==> src/rtl/scl_defs.svh <==
// Purpose: constants for the serial card logger front end
// Assumes: 200 MHz core clock
// Notes: times kept in their own unit, cycle counts derived
`ifndef SCL_DEFS_SVH
`define SCL_DEFS_SVH
`define SCL_CLK_HZ 200000000
`define SCL_HEARTBEAT_MS 1000
`define SCL_HEARTBEAT_CYC ((`SCL_CLK_HZ / 1000) * `SCL_HEARTBEAT_MS)
`define SCL_CYC_PER_MS (`SCL_CLK_HZ / 1000)
`define SCL_FLUSH_MAX 4095
`define SCL_DEFAULT_BAUD 9600
`define SCL_FRAME_BITS 8
`define SCL_IDX_W 16
`define SCL_RATE_SEL_W 3
`define SCL_RATE_DEFAULT 3'h3
`endif

==> src/rtl/scl_pkg.sv <==
// Purpose: types for the serial card logger front end
// Assumes: nothing
// Notes: mode and serial engine states
package scl_pkg;
	typedef enum logic {SCL_MODE_NORMAL, SCL_MODE_AUTO} scl_mode_t;
	typedef enum logic [1:0] {SCL_RX_IDLE, SCL_RX_START, SCL_RX_DATA, SCL_RX_STOP} scl_rx_state_t;
	typedef enum logic [1:0] {SCL_TX_IDLE, SCL_TX_START, SCL_TX_DATA, SCL_TX_STOP} scl_tx_state_t;
endpackage : scl_pkg

==> src/rtl/scl_logger_io.sv <==
// Purpose: serial capture front end: receive bytes, frame them for storage, heartbeat out
// Assumes: storage side accepts a byte with valid/ready; pull-ups are in the pad ring
// Notes: pins pass a three-stage synchroniser; straps sampled after reset
// Overview of operation
// - each received byte passed on unchanged, in arrival order, unless the next arrives before storage takes it
// - 115200 baud sustained; byte path never drops while storage ready
// - append, command split, and size-limit split storage patterns
// - split input active low; in auto mode each assertion bumps file index
// - outside auto mode the split input is ignored
// - reset input active low returns module to initial state except file index and strap mode; idles high
// - in auto mode each reset assertion also bumps file index
// - heartbeat byte about once a second, incrementing, wrapping 0 to 255
// - straps shorted: receive only from the RS232 line
// - straps open: receive from LVTTL line; heartbeat on matching output
// - frame is eight data bits, no parity, one stop bit
// - eight listed rates; any other setting falls back to 9600
// - commit at byte count (max 4095) or after idle time in ms
`timescale 1ns/10ps
`include "scl_defs.svh"
module scl_logger_io #(
	parameter int unsigned CLK_HZ = `SCL_CLK_HZ,
	parameter int unsigned HEARTBEAT_CYC = `SCL_HEARTBEAT_CYC,
	parameter int unsigned CYC_PER_MS = `SCL_CYC_PER_MS,
	parameter int unsigned IDX_W = `SCL_IDX_W
) (
	input wire logic i_clock,
	input wire logic i_rst_n,
	input wire logic i_clk_en,
	input wire logic i_rx_lvttl,
	input wire logic i_rx_rs232,
	input wire logic i_file_split_n,
	input wire logic i_module_reset_n,
	input wire logic i_level_select_strap_a,
	input wire logic i_level_select_strap_b,
	input wire scl_pkg::scl_mode_t i_operating_mode_setting,
	input wire logic [2:0] i_line_rate_setting,
	input wire logic [11:0] i_flush_byte_count,
	input wire logic [15:0] i_idle_flush_ms,
	input wire logic [31:0] i_file_max_len,
	input wire logic i_store_ready,
	output logic o_tx_lvttl,
	output logic o_tx_rs232,
	output logic [7:0] o_store_data,
	output logic o_store_valid,
	output logic o_commit,
	output logic [IDX_W-1:0] o_file_index,
	output logic o_file_new,
	output logic o_rs232_mode,
	output logic o_overrun
);
	import scl_pkg::*;

	initial begin
		if (CLK_HZ < 2000000 || HEARTBEAT_CYC < 1 || CYC_PER_MS < 1 || IDX_W < 1)
			$error("scl_logger_io: unsupported parameters");
	end

	// pin synchronisers: stage 1 read only by stage 2
	logic [4:0] s1_q, s2_q, s3_q;
	wire logic [4:0] pins = {i_rx_lvttl, i_rx_rs232, i_file_split_n, i_module_reset_n,
		~(i_level_select_strap_a | i_level_select_strap_b)};
	always_ff @(posedge i_clock) begin
		if (!i_rst_n) begin
			s1_q <= 5'h1f;
			s2_q <= 5'h1f;
			s3_q <= 5'h1f;
		end else if (i_clk_en) begin
			s1_q <= pins;
			s2_q <= s1_q;
			s3_q <= s2_q;
		end
	end
	// a level counts once stages two and three agree
	logic [4:0] lvl_q;
	always_ff @(posedge i_clock) begin
		if (!i_rst_n)
			lvl_q <= 5'h1f;
		else if (i_clk_en)
			lvl_q <= (s2_q & s3_q) | (lvl_q & (s2_q | s3_q));
	end

	// strap caught once the synchroniser has settled; shorted straps read both low
	logic rs232_q, strap_done_q;
	logic [2:0] strap_wait_q;
	always_ff @(posedge i_clock) begin
		if (!i_rst_n) begin
			rs232_q <= 1'b0;
			strap_done_q <= 1'b0;
			strap_wait_q <= 3'h0;
		end else if (i_clk_en && !strap_done_q) begin
			if (strap_wait_q == 3'h5) begin
				rs232_q <= lvl_q[0];
				strap_done_q <= 1'b1;
			end else begin
				strap_wait_q <= strap_wait_q + 3'h1;
			end
		end
	end
	assign o_rs232_mode = rs232_q;

	wire logic rx_line = rs232_q ? lvl_q[3] : lvl_q[4];

	function automatic logic [31:0] rate_of(input logic [2:0] sel);
		case (sel)
			3'h0: rate_of = 32'd1200;
			3'h1: rate_of = 32'd2400;
			3'h2: rate_of = 32'd4800;
			3'h3: rate_of = 32'd9600;
			3'h4: rate_of = 32'd19200;
			3'h5: rate_of = 32'd38400;
			3'h6: rate_of = 32'd57600;
			3'h7: rate_of = 32'd115200;
			default: rate_of = `SCL_DEFAULT_BAUD;
		endcase
	endfunction
	logic [31:0] bit_cyc_q;
	always_ff @(posedge i_clock) begin
		if (!i_rst_n)
			bit_cyc_q <= CLK_HZ / `SCL_DEFAULT_BAUD;
		else if (i_clk_en)
			bit_cyc_q <= CLK_HZ / rate_of(i_line_rate_setting);
	end

	// internal module reset and split: falling edges
	logic rst_prev_q, split_prev_q;
	always_ff @(posedge i_clock) begin
		if (!i_rst_n) begin
			rst_prev_q <= 1'b1;
			split_prev_q <= 1'b1;
		end else if (i_clk_en) begin
			rst_prev_q <= lvl_q[1];
			split_prev_q <= lvl_q[2];
		end
	end
	wire logic mrst_fall = rst_prev_q & ~lvl_q[1];
	wire logic split_fall = split_prev_q & ~lvl_q[2];
	// module reset held while pin low
	wire logic soft_rst = ~lvl_q[1];
	wire logic auto_mode = (i_operating_mode_setting == SCL_MODE_AUTO);

	// receiver, 8N1
	scl_rx_state_t rx_st_q;
	logic [31:0] rx_cnt_q;
	logic [2:0] rx_bit_q;
	logic [7:0] rx_sh_q;
	logic rx_done;
	always_ff @(posedge i_clock) begin
		if (!i_rst_n || soft_rst) begin
			rx_st_q <= SCL_RX_IDLE;
			rx_cnt_q <= 32'h0;
			rx_bit_q <= 3'h0;
			rx_sh_q <= 8'h0;
		end else if (i_clk_en) begin
			case (rx_st_q)
				SCL_RX_IDLE: begin
					rx_cnt_q <= 32'h0;
					if (!rx_line && strap_done_q)
						rx_st_q <= SCL_RX_START;
				end
				SCL_RX_START: begin
					rx_cnt_q <= rx_cnt_q + 32'h1;
					if (rx_cnt_q == (bit_cyc_q >> 1)) begin
						rx_cnt_q <= 32'h0;
						rx_st_q <= rx_line ? SCL_RX_IDLE : SCL_RX_DATA;
						rx_bit_q <= 3'h0;
					end
				end
				SCL_RX_DATA: begin
					rx_cnt_q <= rx_cnt_q + 32'h1;
					if (rx_cnt_q == bit_cyc_q - 32'h1) begin
						rx_cnt_q <= 32'h0;
						rx_sh_q <= {rx_line, rx_sh_q[7:1]};
						rx_bit_q <= rx_bit_q + 3'h1;
						if (rx_bit_q == 3'h7)
							rx_st_q <= SCL_RX_STOP;
					end
				end
				SCL_RX_STOP: begin
					rx_cnt_q <= rx_cnt_q + 32'h1;
					if (rx_cnt_q == bit_cyc_q - 32'h1)
						rx_st_q <= SCL_RX_IDLE;
				end
				default: rx_st_q <= SCL_RX_IDLE;
			endcase
		end
	end
	assign rx_done = i_clk_en && rx_st_q == SCL_RX_STOP && rx_cnt_q == bit_cyc_q - 32'h1
		&& rx_line;

	// output byte register; stop bit time covers storage latency
	always_ff @(posedge i_clock) begin
		if (!i_rst_n || soft_rst) begin
			o_store_data <= 8'h0;
			o_store_valid <= 1'b0;
			o_overrun <= 1'b0;
		end else if (i_clk_en) begin
			if (rx_done) begin
				o_store_data <= rx_sh_q;
				o_store_valid <= 1'b1;
				if (o_store_valid && !i_store_ready)
					o_overrun <= 1'b1;
			end else if (i_store_ready) begin
				o_store_valid <= 1'b0;
			end
		end
	end
	wire logic byte_taken = i_clk_en & o_store_valid & i_store_ready;

	// commit on byte count or idle timeout
	logic [11:0] frame_cnt_q;
	logic [31:0] idle_cyc_q;
	logic [15:0] idle_ms_q;
	logic pending_q;
	always_ff @(posedge i_clock) begin
		if (!i_rst_n || soft_rst) begin
			frame_cnt_q <= 12'h0;
			idle_cyc_q <= 32'h0;
			idle_ms_q <= 16'h0;
			pending_q <= 1'b0;
			o_commit <= 1'b0;
		end else if (i_clk_en) begin
			o_commit <= 1'b0;
			if (byte_taken) begin
				idle_cyc_q <= 32'h0;
				idle_ms_q <= 16'h0;
				if (frame_cnt_q + 12'h1 >= i_flush_byte_count || frame_cnt_q == 12'hffe) begin
					frame_cnt_q <= 12'h0;
					pending_q <= 1'b0;
					o_commit <= 1'b1;
				end else begin
					frame_cnt_q <= frame_cnt_q + 12'h1;
					pending_q <= 1'b1;
				end
			end else if (pending_q) begin
				idle_cyc_q <= idle_cyc_q + 32'h1;
				if (idle_cyc_q == CYC_PER_MS - 1) begin
					idle_cyc_q <= 32'h0;
					idle_ms_q <= idle_ms_q + 16'h1;
				end
				if (idle_ms_q > i_idle_flush_ms) begin
					frame_cnt_q <= 12'h0;
					pending_q <= 1'b0;
					o_commit <= 1'b1;
				end
			end
		end
	end

	logic [31:0] file_len_q;
	wire logic size_split = auto_mode && i_file_max_len != 32'h0 && byte_taken &&
		file_len_q + 32'h1 >= i_file_max_len;
	// file index advance only in auto mode
	wire logic idx_step = auto_mode & i_clk_en & (split_fall | mrst_fall | size_split);
	always_ff @(posedge i_clock) begin
		if (!i_rst_n) begin
			o_file_index <= '0;
			o_file_new <= 1'b0;
			file_len_q <= 32'h0;
		end else if (i_clk_en) begin
			o_file_new <= idx_step;
			if (idx_step) begin
				o_file_index <= o_file_index + 1'b1;
				file_len_q <= 32'h0;
			end else if (byte_taken) begin
				file_len_q <= file_len_q + 32'h1;
			end
		end
	end

	logic [31:0] hb_cnt_q;
	logic [7:0] hb_val_q;
	logic hb_go;
	always_ff @(posedge i_clock) begin
		if (!i_rst_n || soft_rst) begin
			hb_cnt_q <= 32'h0;
		end else if (i_clk_en) begin
			hb_cnt_q <= (hb_cnt_q == HEARTBEAT_CYC - 1) ? 32'h0 : hb_cnt_q + 32'h1;
		end
	end
	assign hb_go = i_clk_en && hb_cnt_q == HEARTBEAT_CYC - 1;

	// transmitter, 8N1
	scl_tx_state_t tx_st_q;
	logic [31:0] tx_cnt_q;
	logic [2:0] tx_bit_q;
	logic [7:0] tx_sh_q;
	logic tx_line_q;
	always_ff @(posedge i_clock) begin
		if (!i_rst_n || soft_rst) begin
			tx_st_q <= SCL_TX_IDLE;
			tx_cnt_q <= 32'h0;
			tx_bit_q <= 3'h0;
			tx_sh_q <= 8'h0;
			tx_line_q <= 1'b1;
			hb_val_q <= 8'h0;
		end else if (i_clk_en) begin
			tx_cnt_q <= tx_cnt_q + 32'h1;
			case (tx_st_q)
				SCL_TX_IDLE: begin
					tx_cnt_q <= 32'h0;
					tx_line_q <= 1'b1;
					if (hb_go) begin
						tx_sh_q <= hb_val_q;
						hb_val_q <= hb_val_q + 8'h1;
						tx_line_q <= 1'b0;
						tx_st_q <= SCL_TX_START;
					end
				end
				SCL_TX_START: begin
					if (tx_cnt_q == bit_cyc_q - 32'h1) begin
						tx_cnt_q <= 32'h0;
						tx_line_q <= tx_sh_q[0];
						tx_bit_q <= 3'h0;
						tx_st_q <= SCL_TX_DATA;
					end
				end
				// data lsb first then one stop bit
				SCL_TX_DATA: begin
					if (tx_cnt_q == bit_cyc_q - 32'h1) begin
						tx_cnt_q <= 32'h0;
						tx_bit_q <= tx_bit_q + 3'h1;
						if (tx_bit_q == 3'h7) begin
							tx_line_q <= 1'b1;
							tx_st_q <= SCL_TX_STOP;
						end else begin
							tx_line_q <= tx_sh_q[tx_bit_q + 3'h1];
						end
					end
				end
				SCL_TX_STOP: begin
					if (tx_cnt_q == bit_cyc_q - 32'h1)
						tx_st_q <= SCL_TX_IDLE;
				end
				default: tx_st_q <= SCL_TX_IDLE;
			endcase
		end
	end

	// heartbeat on the output matching the strap mode
	always_ff @(posedge i_clock) begin
		if (!i_rst_n) begin
			o_tx_lvttl <= 1'b1;
			o_tx_rs232 <= 1'b1;
		end else if (i_clk_en) begin
			o_tx_lvttl <= rs232_q ? 1'b1 : tx_line_q;
			o_tx_rs232 <= rs232_q ? tx_line_q : 1'b1;
		end
	end
endmodule : scl_logger_io

==> config.mk <==
export PLATFORM = sky130hd
export DESIGN_NAME = scl_logger_io
export DESIGN_NICKNAME = d
export VERILOG_FILES = /design/src/rtl/scl_pkg.sv /design/src/rtl/scl_logger_io.sv
export VERILOG_INCLUDE_DIRS = /design/src /design/src/rtl
export SDC_FILE = /design/constraint.sdc
export NUM_CORES = 1
export LEC_CHECK = 0
export BUFFER_PORTS_ARGS = -buffer_cell sky130_fd_sc_hd__buf_4
export CELL_PAD_IN_SITES_DETAIL_PLACEMENT = 1
export CELL_PAD_IN_SITES_GLOBAL_PLACEMENT = 2
export CORE_MARGIN = 10
export CORE_UTILIZATION = 41
export DETAILED_ROUTE_END_ITERATION = 10
export GPL_TIMING_DRIVEN = 0
export PLACE_DENSITY = 0.91
export SETUP_SLACK_MARGIN = 0.15
export SYNTH_ARGS = -nofsm -noshare
export SYNTH_HDL_FRONTEND = slang
export SYNTH_SLANG_ARGS = --single-unit
export TNS_END_PERCENT = 100
==> constraint.sdc <==
create_clock -name i_clock -period 131.7 [get_ports i_clock]
set_input_delay 0 -clock i_clock [delete_from_list [all_inputs] [get_ports i_clock]]
set_output_delay 0 -clock i_clock [all_outputs]
set_load 0.005 [all_outputs]
==> impl_metrics.env, run 1 <==
export IMPL_synthToLayoutAreaGrowth_pct=10.0
export IMPL_postLayoutCellArea_um2=36300
export IMPL_vias=34800
export IMPL_drc=0
export IMPL_dpl_worst_slack_ns=74.84
export IMPL_yosys_most_used_dff="dfxtp_1"
export IMPL_portBuffers=103
export IMPL_slowest_stage="clkinv_1"
export IMPL_start_util_pct=41.6
export IMPL_numCtsBuffers=30
export IMPL_grt_antenna_before_repair=0
export IMPL_max_slew_worst_pin_slew_ns=1.36
export IMPL_synth_common_cells="600 x nor2_1, 411 x nand2_1, 309 x dfxtp_1"
export IMPL_hold_buffers=9
export IMPL_io_pins=105
export IMPL_hold_class="in2reg"
export IMPL_core_area_um2=79400
export IMPL_hold_violations=0
export IMPL_antennaDiodeCount=0
export IMPL_grt_ovfl_total=0
export IMPL_synth_top_cell_area_share_pct=18.7
export IMPL_drt_pass1_iter_count=7
export IMPL_synth_cells=4513
export IMPL_cts_max_level=1
export IMPL_hold_depth=2
export IMPL_hpwl_um=101000
export IMPL_synth_area_leaders="dfxtp_1 19%, ha_1 10%, nor2_1 6.8%"
export IMPL_track_usage_pct=26.5
export IMPL_synth_edf_count=0
export IMPL_cp_arrival_ns=58.40
export IMPL_clk_latency_ns=0.58
export IMPL_fin_nets=5003
export IMPL_rsz0062_at_grt="no"
export IMPL_clock_skew_ns=0.00914
export IMPL_ant_nets=0
export IMPL_drive_gt1_share_pct=6.81
export IMPL_status="finished, final reports clean"
export IMPL_slew_violations=0
export IMPL_synth_seq_cells=309
export IMPL_crit_type="in2reg"
export IMPL_clkSinkCount=309
export IMPL_fin_crit_sh_pct=44.0
export IMPL_routed_wirelength_um=129000
export IMPL_netlist_area_um2=33000
export IMPL_dieWidth_um=304
export IMPL_num_rows=103
export IMPL_synth_most_common_cell="nor2_1"
export IMPL_place_gp_congestion=0.926
export IMPL_grt_pass1_wl_um=202000
export IMPL_grt_max_degree=26
export IMPL_viasPerCell=6.06
export IMPL_grt_pass1_vias=35300
export IMPL_clock_path_buffers=3
export IMPL_ys_warn_count=0
export IMPL_drt_wirelength_per_cell_um=22.5
export IMPL_fin_crit_ns=57.91
export IMPL_slew_headroom_pct=8.06
export IMPL_fin_util_pct=45.7
export IMPL_die_area_um2=92200
export IMPL_reg2regPathDepth=39
export IMPL_cts_resized=0
export IMPL_clk_pin_slew_ns=0.07
export IMPL_final_setup_viol_count=0
export IMPL_clockRootBuffer="clkbuf_16"
export IMPL_cp_max_fo=24
export IMPL_crit_path_start_kind="input pin"
export IMPL_ys_seq_area_share_pct=18.7
export IMPL_slowest_delay_ns=1.14
export IMPL_synth_avg_cell_area_um2=7.31
export IMPL_async_flop_share_pct=0
export IMPL_ys_types=127
export IMPL_fp_dieH_um=304
export IMPL_end_kind="register"
export IMPL_maxCapViolations=0
export IMPL_crit_required_ns=132.19
export IMPL_layout_setup_ws_ns=73.79
export IMPL_initialDrtViolationCount=1923
export IMPL_crit_top_cell="a21oi_1"
export IMPL_cts_setup_buffers=0
export IMPL_place_area_um2=35200
export IMPL_setup_tns_ns=0
export IMPL_synth_top_cell_by_area="dfxtp_1"
export IMPL_cts_tree="done"
export IMPL_fmax_mhz=17.3
kinds of logic (layout without fill, tap and decap cells):
logic type	Yosys count	count (layout)	share of synthesized area, %
and+or+nand+nor	1870	1870	27.8
AOI/OAI and AO/OA	1105	1105	22.3
xor gates and xnor gates	458	458	12.3
buffers and inverters	368	539	4.32
DFF	309	309	18.7
adders and majority gates	266	266	10.1
muxes	136	136	4.37
other	1	3	0.0114
layout make-up:
| class | instances | area, µm² |
|---|---|---|
| Clock buffer | 41 | 873 |
| Clock inverter | 14 | 154 |
| Inverter | 165 | 619 |
| Tap cell | 1050 | 1310 |
| Timing Repair Buffer | 116 | 933 |
| Buffer | 203 | 806 |
| Multi-Input combinational cell | 3838 | 25400 |
| Sequential cell | 309 | 6190 |
| Fill cell | 10200 | 43100 |
registers in the layout (all words and copies together), names as in the netlist, 12 cells and up, named ones only:
| name | flops |
|---|---|
| file_len_q | 32 |
| tx_cnt_q | 32 |
| o_file_index | 16 |
| bit_cyc_q | 28 |
| idle_ms_q | 16 |
| idle_cyc_q | 32 |
| hb_cnt_q | 32 |
| frame_cnt_q | 12 |
| rx_cnt_q | 32 |
stage by stage:
step,std cells,hold WS (ns)
global route,5736,0.173
detailed placement,5672,0.226
global placement,5668,0.223
floorplan,4515,0.128
finish,5736,0.179
CTS,5736,0.155
worst max-delay path: cells and delay by family:
| kind | cells | cell delay, ns |
|---|---|---|
| AND/OR/NAND/NOR | 63 | 13.82 |
| adder cells (fa/ha/maj) | 23 | 8.22 |
| AO/OA/AOI/OAI | 95 | 23.57 |
| multiplexers | 6 | 2.26 |
| XOR/XNOR | 5 | 1.11 |
| buffers and inverters | 27 | 9.37 |
layout by cell type (no fill, tap or decap), types with 41 or more instances in the layout:
master	count
nand2b_1	69
xor2_1	257
ha_1	266
nor4_1	60
nand2_1	410
mux2i_1	97
nor2_1	600
buf_4	109
xnor2_1	197
a21oi_1	307
and2_1	47
a211oi_1	49
nand3_1	155
dfxtp_1	309
a21o_1	67
inv_1	160
and3_1	106
o21ai_0	233
nand4_1	86
nor2b_1	55
clkbuf_1	162
o21a_1	41
nor3_1	92
path summary, 6_finish.rpt:
kind                                        startpoint               end  slack [ns]
worst min register to register             rx_bit_q[2]       rx_bit_q[2]        0.48
worst max-delay path            i_line_rate_setting[0]      bit_cyc_q[2]       73.79
worst max register to register           file_len_q[0]   o_file_index[7]      124.52
worst min-delay path                           i_rst_n  o_file_index[11]        0.18
layer usage:
| metal | up-vias | share of wire [%] | global-route usage, % | wire (µm) |
|---|---|---|---|---|
| li1 | 16500 | - | - | - |
| met1 | 17200 | 44 | 32.9 | 56300 |
| met2 | 856 | 48 | 47.2 | 62600 |
| met3 | 218 | 4.4 | 2.02 | 5690 |
| met4 | 0 | 3.6 | 9.09 | 4690 |
| met5 | - | 0 | 0 | 0 |
Power of run 1 is not shown: default switching activity piles up to over one toggle a cycle in this logic, so the estimate is an artifact.
==> run 2: changes to the inputs <==
--- a/config.mk
+++ b/config.mk
@@ -10,10 +10,10 @@
 export CELL_PAD_IN_SITES_DETAIL_PLACEMENT = 1
 export CELL_PAD_IN_SITES_GLOBAL_PLACEMENT = 2
 export CORE_MARGIN = 10
-export CORE_UTILIZATION = 41
+export CORE_UTILIZATION = 38
 export DETAILED_ROUTE_END_ITERATION = 10
 export GPL_TIMING_DRIVEN = 0
-export PLACE_DENSITY = 0.91
+export PLACE_DENSITY = 0.85
 export SETUP_SLACK_MARGIN = 0.15
 export SYNTH_ARGS = -nofsm -noshare
 export SYNTH_HDL_FRONTEND = slang
==> constraint.sdc (replaced) <==
create_clock -name i_clock -period 53.9 [get_ports i_clock]
set_input_delay 0 -clock i_clock [delete_from_list [all_inputs] [get_ports i_clock]]
set_output_delay 0 -clock i_clock [all_outputs]
set_load 0.005 [all_outputs]
==> run 2 against run 1 <==
  * The run now ends with max-capacitance violations, max-slew violations left
  * Clock skew grew 0.0090 ns
  * Non-clock buffer count grew 11
  * Global-route usage shrank 1.7 points
  * Design area grew 1.4%
  * Sequential share of layout area shrank 0.23 points
  * Routed wire length shrank 0.93%
  * Largest cell class unchanged
==> impl_metrics.env, run 2 (synthesis results as in run 1) <==
export IMPL_fin_nets=5016
export IMPL_grt_max_degree=26
export IMPL_final_setup_viol_count=0
export IMPL_hold_class="in2reg"
export IMPL_drt_wirelength_per_cell_um=21.9
export IMPL_initialDrtViolationCount=2095
export IMPL_final_common_cell="nor2_1"
export IMPL_cp_arrival_ns=50.87
export IMPL_fmax_mhz=19.8
export IMPL_dieWidth_um=315
export IMPL_io_pins=105
export IMPL_die_area_um2=99000
export IMPL_slowest_stage="a221oi_1"
export IMPL_clock_path_buffers=3
export IMPL_rsz0062_at_grt="no"
export IMPL_grt_pass1_vias=34200
export IMPL_fin_crit_ns=50.43
export IMPL_crit_top_cell="a21oi_1"
export IMPL_vias=34400
export IMPL_start_util_pct=38.2
export IMPL_status="finished, violations left"
export IMPL_max_slew_worst_pin_slew_ns=1.51
export IMPL_fin_crit_sh_pct=93.6
export IMPL_clk_pin_slew_ns=0.06
export IMPL_cp_max_fo=24
export IMPL_slew_headroom_pct=-2.00
export IMPL_cts_max_level=1
export IMPL_reg2regPathDepth=39
export IMPL_crit_required_ns=54.35
export IMPL_drt_pass1_iter_count=5
export IMPL_hold_ws_ns=0.0339
export IMPL_slew_violations=6
export IMPL_grt_ovfl_total=0
export IMPL_fin_util_pct=42.6
export IMPL_grt_pass1_wl_um=199000
export IMPL_viasPerCell=5.87
export IMPL_postLayoutCellArea_um2=36800
export IMPL_maxCapViolations=1
export IMPL_hold_violations=0
export IMPL_r2r_slack_ns=46.67
export IMPL_ant_nets=0
export IMPL_crit_path_start_kind="input pin"
export IMPL_cts_tree="done"
export IMPL_fp_dieH_um=315
export IMPL_crit_type="in2reg"
export IMPL_cp_depth=225
export IMPL_hpwl_um=101000
export IMPL_end_kind="register"
export IMPL_num_rows=108
export IMPL_place_area_um2=35300
export IMPL_slowest_delay_ns=0.67
export IMPL_n_fill_cell=11000
export IMPL_drc=0
export IMPL_hold_depth=6
export IMPL_drive_gt1_share_pct=8.07
export IMPL_track_usage_pct=24.8
export IMPL_numCtsBuffers=31
export IMPL_place_gp_congestion=0.927
export IMPL_cp_top_family="compound AO/OA/AOI/OAI gates"
export IMPL_clkSinkCount=309
export IMPL_final_cell_mix="595 x nor2_1, 409 x nand2_1, 309 x dfxtp_1, 306 x a21oi_1, 266 x ha_1"
export IMPL_violations="max-capacitance violations, max-slew violations"
export IMPL_routed_wirelength_um=128000
export IMPL_clk_latency_ns=0.58
export IMPL_crit_buf_inv=33
export IMPL_clock_skew_ns=0.0181
export IMPL_clockRootBuffer="clkbuf_16"
export IMPL_core_area_um2=86500
export IMPL_grt_antenna_before_repair=1
export IMPL_portBuffers=103
export IMPL_setup_tns_ns=0
export IMPL_synthToLayoutAreaGrowth_pct=11.5
==> run 2: cell count changes in the layout (fill, tap and decap cells not counted), sizes merged <==
| cell | previous run | this run |
|---|---|---|
| clkbuf | 203 | 212 |
| buf | 148 | 156 |
| clkinv | 11 | 6 |
| clkinvlp | 2 | 4 |
| clkdlybuf4s15 | 0 | 1 |
| diode | 0 | 1 |
| dlygate4sd3 | 9 | 8 |
| inv | 163 | 162 |
==> run 2: path summary, 6_finish.rpt <==
check / from / endpoint
hold / removal: i_clk_en / idle_ms_q[4]
hold reg to reg: rx_bit_q[2] / rx_bit_q[2]
setup / recovery: i_line_rate_setting[1] / bit_cyc_q[2]
setup reg to reg: file_len_q[0] / o_file_index[7]
==> run 2: stage by stage <==
| stage | worst slack, ns | std cells |
|---|---|---|
| 3_3_place_gp | -4.00 | 5773 |
| 5_1_grt | 0.0960 | 5854 |
| 3_5_place_dp | -3.24 | 5777 |
| 4_1_cts | 0.274 | 5842 |
| 2_1_floorplan | 10.74 | 4515 |
| 6_report | 3.47 | 5855 |
==> run 2: layer usage <==
layer	track usage, %	routed length [µm]
met1	31.6	57000
met2	43.1	60700
met3	2.10	5560
met4	8.96	4860
met5	0	0
==> run 2: worst register-to-register path, delay by kind of cell (launching register included) <==
kind / cells / cell delay (ns)
AO/OA/AOI/OAI: 12 / 2.09
XOR/XNOR: 2 / 0.30
adder cells (fa/ha/maj): 2 / 0.50
buffers and inverters: 2 / 0.37
flip-flops: 1 / 0.42
AND/OR/NAND/NOR: 21 / 3.41
==> run 2: what timing repair did <==
item / in CTS / in global routing
hold buffers: 8 / 0
buffers inserted: 0 / 12
gates resized for setup: 16 / 69
gates cloned: 1 / 0
endpoints found under the hold margin: 10 / 0
setup endpoints to repair: 2 / 2
pin swaps: 0 / 3
==> run 2: area by class of cell <==
class                      count  area (µm²)  area share, %
clock buffer                  47         936           2.54
antenna                        1        2.50        0.00680
timing repair inverter         1        5.00         0.0136
timing repair buffer         127        1010           2.75
tap                         1155        1450           3.93
inverter                     165         634           1.72
sequential                   309        6190           16.8
clock inverter                 9         126          0.343
buffer                       203         851           2.31
multi-input combinational   3838       25600           69.6
Power of run 2 is left out for the same reason.
